## src/inc/gpom_defs.svh

```systemverilog
// Purpose: Offsets, field positions and reset values of the pin output mux
// Assumes: Byte-wide registers at their printed byte addresses
// Notes: Definitions only
`ifndef GPOM_DEFS_SVH
`define GPOM_DEFS_SVH
`define GPOM_ADDR_W 8
`define GPOM_DATA_W 8
`define GPOM_PIN_TWO_OFS 8'h12
`define GPOM_PIN_THREE_OFS 8'h13
`define GPOM_PIN_STATUS_OFS 8'h20
`define GPOM_CTL_RESET 8'h00
`define GPOM_RD_RESET 8'h00
`define GPOM_SEL_MSB 7
`define GPOM_SEL_LSB 5
`define GPOM_SRC_MSB 4
`define GPOM_SRC_LSB 2
`define GPOM_VAL_BIT 1
`define GPOM_EN_BIT 0
`define GPOM_STS_TWO_LVL 0
`define GPOM_STS_TWO_OE 1
`define GPOM_STS_THREE_LVL 2
`define GPOM_STS_THREE_OE 3
`define GPOM_RX_PORTS 4
`define GPOM_TX_PORTS 2
`define GPOM_RX_GPIOS 16
`endif

```

## src/inc/gpom_pkg.sv

```systemverilog
// Purpose: Types of the pin output mux
// Assumes: Field layout matches the control register bit order
// Notes: Select codes differ by source
package gpom_pkg;
  typedef enum logic [2:0] {
    GPOM_SRC_RX0 = 3'h0,
    GPOM_SRC_RX1 = 3'h1,
    GPOM_SRC_RX2 = 3'h2,
    GPOM_SRC_RX3 = 3'h3,
    GPOM_SRC_DEV = 3'h4,
    GPOM_SRC_RSVD = 3'h5,
    GPOM_SRC_TX0 = 3'h6,
    GPOM_SRC_TX1 = 3'h7
  } gpom_src_t;
  typedef enum logic [2:0] {
    GPOM_DEV_VALUE = 3'h0,
    GPOM_DEV_LOCK_OR = 3'h1,
    GPOM_DEV_LOCK_AND = 3'h2,
    GPOM_DEV_PASS_AND = 3'h3,
    GPOM_DEV_FSYNC = 3'h4
  } gpom_dev_sel_t;
  typedef enum logic [2:0] {
    GPOM_TX_PASS_AND = 3'h0,
    GPOM_TX_PASS_OR = 3'h1,
    GPOM_TX_FV = 3'h2,
    GPOM_TX_LV = 3'h3,
    GPOM_TX_SYNCED = 3'h4,
    GPOM_TX_IRQ = 3'h5
  } gpom_tx_sel_t;
  typedef struct packed {
    logic [2:0] sel;
    gpom_src_t src;
    logic val;
    logic en;
  } gpom_pin_ctl_t;
  typedef struct packed {
    gpom_pin_ctl_t two;
    gpom_pin_ctl_t three;
    logic [7:0] rd_data;
    logic two_out;
    logic two_oe_b;
    logic three_out;
    logic three_oe_b;
  } gpom_state_t;
  typedef struct packed {
    logic [15:0] s1;
    logic [15:0] s2;
    logic [15:0] s3;
    logic [15:0] stable;
  } gpom_sync_t;
endpackage

```

## src/verilog/gpom_sync.sv

```systemverilog
// Purpose: Three-stage synchroniser for forwarded remote levels
// Assumes: Inputs are levels from another clock domain
// Notes: A bit changes once stages two and three agree
`timescale 1ns/1ps
module gpom_sync
  import gpom_pkg::*;
(
  // Clock and reset
  input wire logic i_clk_sys,
  input wire logic i_rst_b,
  // Levels
  input wire logic [15:0] i_async,
  output logic [15:0] o_sync
);
  gpom_sync_t st_reg;
  gpom_sync_t st_next;

  always_comb begin
    st_next = st_reg;
    st_next.s1 = i_async;
    st_next.s2 = st_reg.s1;
    st_next.s3 = st_reg.s2;
    // Hold where the two late stages still disagree
    st_next.stable = (st_reg.s2 & st_reg.s3) | (st_reg.stable & (st_reg.s2 | st_reg.s3));
  end

  always_ff @(posedge i_clk_sys or negedge i_rst_b) begin
    if (!i_rst_b) begin
      st_reg <= '0;
    end else begin
      st_reg <= st_next;
    end
  end

  assign o_sync = st_reg.stable;
endmodule // gpom_sync

```

## src/verilog/gpom_pin_mux.sv

```systemverilog
// Purpose: Source and select decode for one output pin
// Assumes: Status inputs are on the system clock
// Notes: Combinational; the top registers the result
`timescale 1ns/1ps
module gpom_pin_mux
  import gpom_pkg::*;
(
  // Pin control
  input wire gpom_pin_ctl_t i_ctl,
  // Receive port status
  input wire logic [15:0] i_rx_gpio,
  input wire logic [3:0] i_rx_lock,
  input wire logic [3:0] i_rx_pass,
  input wire logic [3:0] i_rx_fv,
  input wire logic [3:0] i_rx_lv,
  input wire logic [3:0] i_rx_port_en,
  // Device status
  input wire logic i_frame_sync,
  // Transmit port status
  input wire logic [3:0] i_tx0_rx_sel,
  input wire logic [3:0] i_tx1_rx_sel,
  input wire logic [1:0] i_tx_fv,
  input wire logic [1:0] i_tx_lv,
  input wire logic [1:0] i_tx_synced,
  input wire logic [1:0] i_tx_irq,
  // Result
  output logic o_level
);
  // Empty mask gives low, not a vacuous true
  function automatic logic masked_and(input logic [3:0] v, input logic [3:0] m);
    masked_and = (|m) & (&(v | ~m));
  endfunction

  function automatic logic masked_or(input logic [3:0] v, input logic [3:0] m);
    masked_or = |(v & m);
  endfunction

  logic [1:0] port;
  logic tx;
  logic [3:0] tx_mask;

  always_comb begin
    port = i_ctl.src[1:0];
    tx = i_ctl.src[0];
    tx_mask = tx ? i_tx1_rx_sel : i_tx0_rx_sel;
    o_level = 1'b0;
    unique case (i_ctl.src)
      GPOM_SRC_RX0, GPOM_SRC_RX1, GPOM_SRC_RX2, GPOM_SRC_RX3: begin
        unique case (i_ctl.sel)
          3'h0, 3'h1, 3'h2, 3'h3: o_level = i_rx_gpio[{port, i_ctl.sel[1:0]}];
          3'h4: o_level = i_rx_lock[port];
          3'h5: o_level = i_rx_pass[port];
          3'h6: o_level = i_rx_fv[port];
          3'h7: o_level = i_rx_lv[port];
        endcase
      end
      GPOM_SRC_DEV: begin
        case (i_ctl.sel)
          GPOM_DEV_VALUE: o_level = i_ctl.val;
          GPOM_DEV_LOCK_OR: o_level = masked_or(i_rx_lock, i_rx_port_en);
          GPOM_DEV_LOCK_AND: o_level = masked_and(i_rx_lock, i_rx_port_en);
          GPOM_DEV_PASS_AND: o_level = masked_and(i_rx_pass, i_rx_port_en);
          GPOM_DEV_FSYNC: o_level = i_frame_sync;
          default: o_level = 1'b0;
        endcase
      end
      GPOM_SRC_TX0, GPOM_SRC_TX1: begin
        case (i_ctl.sel)
          GPOM_TX_PASS_AND: o_level = masked_and(i_rx_pass, tx_mask);
          GPOM_TX_PASS_OR: o_level = masked_or(i_rx_pass, tx_mask);
          GPOM_TX_FV: o_level = i_tx_fv[tx];
          GPOM_TX_LV: o_level = i_tx_lv[tx];
          GPOM_TX_SYNCED: o_level = i_tx_synced[tx];
          GPOM_TX_IRQ: o_level = i_tx_irq[tx];
          default: o_level = 1'b0;
        endcase
      end
      GPOM_SRC_RSVD: o_level = 1'b0;
    endcase
  end
endmodule // gpom_pin_mux

```

## src/verilog/gpom_top.sv

```systemverilog
// Purpose: Output control of general-purpose pins two and three
// Assumes: Status inputs on i_clk_sys except forwarded remote levels
// Notes: Pin levels lag control and status by one clock, forwarded remote levels by five
// Behaviour
// Source field chooses receive, device or transmit
// Receive source selects forwarded remote levels
// Receive source selects lock, pass, frame, line
// Device select zero drives programmed value
// Device lock OR/AND, pass AND over enabled
// Device select four drives frame sync
// Transmit pass AND/OR over mapped ports
// Transmit frame and line valid
// Transmit synchronized and interrupt; rest reserved
// Value bit supplies locally controlled level
// Enable bit gates driver; fields reset zero
// Disabled pin stays undriven whatever selected
`timescale 1ns/1ps
`include "gpom_defs.svh"
module gpom_top
  import gpom_pkg::*;
(
  // Clock and reset
  input wire logic i_clk_sys,
  input wire logic i_rst_b,
  // Register port
  input wire logic [7:0] i_addr,
  input wire logic [7:0] i_wr_data,
  input wire logic i_wr_stb,
  input wire logic i_rd_stb,
  output logic [7:0] o_rd_data,
  // Receive port status
  input wire logic [15:0] i_rx_gpio,
  input wire logic [3:0] i_rx_lock,
  input wire logic [3:0] i_rx_pass,
  input wire logic [3:0] i_rx_fv,
  input wire logic [3:0] i_rx_lv,
  input wire logic [3:0] i_rx_port_en,
  // Device status
  input wire logic i_frame_sync,
  // Transmit port status
  input wire logic [3:0] i_tx0_rx_sel,
  input wire logic [3:0] i_tx1_rx_sel,
  input wire logic [1:0] i_tx_fv,
  input wire logic [1:0] i_tx_lv,
  input wire logic [1:0] i_tx_synced,
  input wire logic [1:0] i_tx_irq,
  // Pin two
  output logic o_pin_two_out,
  output logic o_pin_two_oe_b,
  // Pin three
  output logic o_pin_three_out,
  output logic o_pin_three_oe_b
);
  gpom_state_t state_reg;
  gpom_state_t state_next;
  logic [15:0] rx_gpio_s;
  logic two_level;
  logic three_level;
  logic [7:0] status_rd;

  // Remote levels arrive on the link's recovered timing
  gpom_sync u_sync (
    .i_clk_sys(i_clk_sys),
    .i_rst_b(i_rst_b),
    .i_async(i_rx_gpio),
    .o_sync(rx_gpio_s)
  );

  gpom_pin_mux u_mux_two (
    .i_ctl(state_reg.two),
    .i_rx_gpio(rx_gpio_s),
    .i_rx_lock(i_rx_lock),
    .i_rx_pass(i_rx_pass),
    .i_rx_fv(i_rx_fv),
    .i_rx_lv(i_rx_lv),
    .i_rx_port_en(i_rx_port_en),
    .i_frame_sync(i_frame_sync),
    .i_tx0_rx_sel(i_tx0_rx_sel),
    .i_tx1_rx_sel(i_tx1_rx_sel),
    .i_tx_fv(i_tx_fv),
    .i_tx_lv(i_tx_lv),
    .i_tx_synced(i_tx_synced),
    .i_tx_irq(i_tx_irq),
    .o_level(two_level)
  );

  gpom_pin_mux u_mux_three (
    .i_ctl(state_reg.three),
    .i_rx_gpio(rx_gpio_s),
    .i_rx_lock(i_rx_lock),
    .i_rx_pass(i_rx_pass),
    .i_rx_fv(i_rx_fv),
    .i_rx_lv(i_rx_lv),
    .i_rx_port_en(i_rx_port_en),
    .i_frame_sync(i_frame_sync),
    .i_tx0_rx_sel(i_tx0_rx_sel),
    .i_tx1_rx_sel(i_tx1_rx_sel),
    .i_tx_fv(i_tx_fv),
    .i_tx_lv(i_tx_lv),
    .i_tx_synced(i_tx_synced),
    .i_tx_irq(i_tx_irq),
    .o_level(three_level)
  );

  always_comb begin
    status_rd = '0;
    status_rd[`GPOM_STS_TWO_LVL] = state_reg.two_out;
    status_rd[`GPOM_STS_TWO_OE] = ~state_reg.two_oe_b;
    status_rd[`GPOM_STS_THREE_LVL] = state_reg.three_out;
    status_rd[`GPOM_STS_THREE_OE] = ~state_reg.three_oe_b;
  end

  always_comb begin
    state_next = state_reg;
    // Register writes
    if (i_wr_stb && (i_addr == `GPOM_PIN_TWO_OFS)) begin
      state_next.two = gpom_pin_ctl_t'(i_wr_data);
    end
    if (i_wr_stb && (i_addr == `GPOM_PIN_THREE_OFS)) begin
      state_next.three = gpom_pin_ctl_t'(i_wr_data);
    end
    // Read data stands for one cycle only
    state_next.rd_data = `GPOM_RD_RESET;
    if (i_rd_stb) begin
      unique case (i_addr)
        `GPOM_PIN_TWO_OFS: state_next.rd_data = state_reg.two;
        `GPOM_PIN_THREE_OFS: state_next.rd_data = state_reg.three;
        `GPOM_PIN_STATUS_OFS: state_next.rd_data = status_rd;
        default: state_next.rd_data = `GPOM_RD_RESET;
      endcase
    end
    // Drivers; a disabled pin also parks its data low
    state_next.two_oe_b = ~state_reg.two.en;
    state_next.two_out = state_reg.two.en & two_level;
    state_next.three_oe_b = ~state_reg.three.en;
    state_next.three_out = state_reg.three.en & three_level;
  end

  always_ff @(posedge i_clk_sys or negedge i_rst_b) begin
    if (!i_rst_b) begin
      state_reg.two <= gpom_pin_ctl_t'(`GPOM_CTL_RESET);
      state_reg.three <= gpom_pin_ctl_t'(`GPOM_CTL_RESET);
      state_reg.rd_data <= `GPOM_RD_RESET;
      state_reg.two_out <= 1'b0;
      state_reg.two_oe_b <= 1'b1;
      state_reg.three_out <= 1'b0;
      state_reg.three_oe_b <= 1'b1;
    end else begin
      state_reg <= state_next;
    end
  end

  assign o_rd_data = state_reg.rd_data;
  assign o_pin_two_out = state_reg.two_out;
  assign o_pin_two_oe_b = state_reg.two_oe_b;
  assign o_pin_three_out = state_reg.three_out;
  assign o_pin_three_oe_b = state_reg.three_oe_b;

  logic [2:0] src2;
  logic [2:0] sel2;
  logic en2;
  assign src2 = state_reg.two.src;
  assign sel2 = state_reg.two.sel;
  assign en2 = state_reg.two.en;
endmodule // gpom_top

```

## config.mk

```make
export PLATFORM = sky130hd
export DESIGN_NAME = gpom_top
export DESIGN_NICKNAME = d
export VERILOG_FILES = /design/src/inc/gpom_pkg.sv /design/src/verilog/gpom_sync.sv /design/src/verilog/gpom_pin_mux.sv /design/src/verilog/gpom_top.sv
export VERILOG_INCLUDE_DIRS = /design/src /design/src/inc
export SDC_FILE = /design/constraint.sdc
export NUM_CORES = 1
export LEC_CHECK = 0
export BUFFER_PORTS_ARGS = -buffer_cell sky130_fd_sc_hd__buf_2
export CAP_MARGIN = 20
export CORE_MARGIN = 3
export CORE_UTILIZATION = 42
export CTS_BUF_LIST = sky130_fd_sc_hd__clkbuf_8
export DETAILED_ROUTE_END_ITERATION = 8
export GPL_ROUTABILITY_DRIVEN = 1
export PLACE_DENSITY = 0.69
export SKIP_LAST_GASP = 1
export SYNTH_ARGS = -nofsm -noshare
export SYNTH_HDL_FRONTEND = slang
export SYNTH_HIERARCHICAL = 1
export SYNTH_SLANG_ARGS = --single-unit
```

## constraint.sdc

```tcl
create_clock -name i_clk_sys -period 2.1 [get_ports i_clk_sys]
set_input_delay 0.21 -clock i_clk_sys [delete_from_list [all_inputs] [get_ports i_clk_sys]]
set_output_delay 0.21 -clock i_clk_sys [all_outputs]
set_load 0.005 [all_outputs]
```

==> results.json <==
{
  "status": "complete, no violations",
  "antenna_found_initial": 2,
  "wire_per_inst_um": 16.9,
  "drcViolationCount": 0,
  "ys_ff_latch": 92,
  "setup_violations": 0,
  "routed-via-count": 3006,
  "tightest_slew_ns": 0.481,
  "leakage_uw": 0.00234,
  "drive_above_1_share": 0.425,
  "synthesis.nets": 411,
  "fmax_mhz": 497,
  "tritoncts": "done",
  "ir_drop_mv": 0.480,
  "synth_flop_cell": "dfrtp_1",
  "seq_area_frac_synth": 0.503,
  "grt_pass1_wl_um": 15900,
  "syn_area_um2": 4580,
  "numCtsBuffers": 9,
  "place_congestion": 0.839,
  "dpl.hpwl_um": 7110,
  "seq_area_um2": 2310,
  "firstDrtPassIters": 4,
  "largest_reg_flops": 32,
  "overflow": 0,
  "std_cell_rows": 37,
  "nFillCells": 951,
  "final_antenna_net_count": 0,
  "syn_inst": 338,
  "multiInputGateArea_um2": 1900,
  "power.density_nw_per_um2": 680,
  "critical_path_required_ns": 2.39,
  "drt-initial-drc-count": 219,
  "fin_crit_ns": 2.01,
  "gr-usage-all-layers": 0.161,
  "synth_edf_count": 0,
  "die_w_um": 110,
  "synth_cell_types": 44,
  "grt_max_degree": 41,
  "grt_pass1_vias": 3184,
  "synthArstFlopShare": 1.00,
  "clk_pin_slew_worst_paths_ns": 0.09,
  "area_growth_pct": 16.2,
  "root_buffer": "clkbuf_8",
  "avgSynthCellArea_um2": 13.5,
  "relSlewSlack": 0.675,
  "clock-sinks": 92,
  "arrival_ns": 2.30,
  "hp-class": "in -> reg",
  "setup_slack_ns": 0.0881,
  "io_buffers": 84,
  "path_class": "reg -> reg",
  "synth_warnings": 6,
  "postLayoutCoreUtil": 0.509,
  "rsz0062_at_grt": "true",
  "endpoint_kind": "flop",
  "finalCritPeriodShare": 0.958,
  "final_nets": 495,
  "finalWirelength_um": 9510,
  "initial_core_util": 0.438,
  "cts_buffer_depth": 2,
  "die_area_um2": 12200,
  "die_y_um": 110,
  "drt-vias-per-instance": 5.34,
  "path_max_fanout": 10,
  "hold_viol_final": 0,
  "skew_ns": 0.00886,
  "fin_tns_setup_ns": 0,
  "startpoint_type": "flop",
  "ctsHtreeMaxLevel": 3,
  "pin_count": 85,
  "slew_viol_final": 0,
  "clock_latency_ns": 0.35,
  "dp_worst_setup_slack_ns": 0.0416,
  "drv_cap": 0,
  "core_area_um2": 10500
}
==> worst max-delay path, cell delays in order, from the launching register on <==
cell and delay, ns:
dfrtp_2 0.45, buf_4 0.23, mux2i_1 0.29, nor2_1 0.08, or3_1 0.40, o22ai_2 0.11, nand3_1 0.11, a2bb2oi_2 0.16
and2_1 0.13
==> routing by layer <==
metal  share of wire  track usage
met2            0.50        0.262
met1            0.42        0.209
met3           0.058       0.0510
met4           0.016       0.0460
met5         0.00074            0
==> cells by family (layout without fill, tap and decap cells) <==
logic type / Yosys count / after routing / synth area share
AOI/OAI and AO/OA: 52 / 52 / 0.0874
adders and majority gates: 16 / 16 / 0.0393
DFF: 92 / 92 / 0.503
muxes: 60 / 60 / 0.202
other: 0 / 1 / 0
and+or+nand+nor: 64 / 64 / 0.0858
buffers and inverters: 54 / 142 / 0.0825
==> power by group <==
part | internal [uW] | total [uW] | switching, uW
Sequential | 1870 | 1950 | 84.2
Clock | 558 | 1170 | 611
Combinational | 277 | 499 | 221
Total | 2700 | 3620 | 916
==> stage by stage <==
stage	power (uW)	std cells	cell area, um^2	hold slack (ns)
6_report	3620	563	5320	0.108
5_1_grt	3810	563	5320	0.0872
4_1_cts	3660	562	5320	0.0875
3_5_place_dp	2460	530	4950	0.205
3_3_place_gp	2440	530	4950	0.201
2_1_floorplan	2300	338	4580	-0.0856
==> cells in the final DEF (no fill, tap or decap), types with 4 or more instances in the layout <==
| cell type | n |
|---|---|
| maj3_2 | 16 |
| nor2b_1 | 12 |
| buf_2 | 83 |
| nor2_1 | 16 |
| nand3b_1 | 6 |
| a21oi_1 | 10 |
| dfrtp_1 | 86 |
| mux4_1 | 6 |
| mux4_2 | 14 |
| clkbuf_8 | 9 |
| nand3_1 | 5 |
| mux2_2 | 20 |
| o21ai_1 | 4 |
| buf_4 | 12 |
| o31ai_1 | 4 |
| a22oi_1 | 8 |
| inv_1 | 14 |
| dlygate4sd3_1 | 17 |
| dfrtp_2 | 4 |
| nand2_1 | 5 |
| mux2i_1 | 18 |
| a2111oi_2 | 4 |
| o22ai_1 | 6 |
| nor4_1 | 4 |
==> timing repair <==
item	4_1_cts	5_1_grt
hold buffers	17	0
endpoints found under the setup margin	0	2
endpoints found under the hold margin	54	0
buffers inserted	0	0
resized for setup	0	4
==> final timing paths <==
check,startpoint,endpoint,slack (ns),cells past startpoint
worst max-delay path,state_reg[14],o_pin_three_out,0.09,8
worst min-delay path,i_wr_data[0],state_reg[12],0.11,2
max in group asynchronous,i_rst_b,sel2[0],1.08,3
worst max register to register,state_reg[14],o_pin_three_out,0.09,8
worst min register to register,u_sync/st_next[45],u_sync/st_next[29],0.35,0
min in group asynchronous,i_rst_b,u_sync/st_next[42],0.35,2
==> cell usage after synthesis, types with 2 or more instances <==
cell type,number,share of area
a21oi_1,10,0.011
o31ai_1,4,0.0066
o22ai_1,6,0.0082
buf_4,28,0.046
buf_12,2,0.0087
inv_1,14,0.011
or4_1,2,0.0033
o22ai_2,2,0.0055
buf_2,6,0.0066
and2_1,2,0.0027
nor4_1,4,0.0055
nor2_1,16,0.013
mux2_2,20,0.049
mux4_1,6,0.034
a2bb2oi_1,2,0.0038
o21ai_0,2,0.0022
a22oi_1,8,0.013
a2111oi_2,4,0.013
o21a_1,2,0.0033
nand3b_1,6,0.0098
or3_1,2,0.0027
o41ai_1,2,0.0038
a31oi_1,2,0.0027
dfrtp_1,90,0.49
nand3_1,5,0.0055
o211ai_1,2,0.0033
mux2i_1,18,0.039
dfstp_2,2,0.011
maj3_2,16,0.039
nor2b_1,12,0.016
nor3_1,2,0.0022
o21ai_1,4,0.0044
mux4_2,14,0.069
mux2i_4,2,0.0098
or3b_1,2,0.0038
buf_6,4,0.0098
nand2_1,5,0.0041
a2bb2oi_2,2,0.0066
==> layout make-up <==
class,instances,share of cell area
diodes,1,0.000470
clock buffers,9,0.0233
clock inverters,6,0.0134
inverters,14,0.00987
multi-input cells,192,0.356
flip-flops and latches,92,0.434
well taps,136,0.0320
repair buffers,113,0.131
Power figures use the tool's default switching activity.
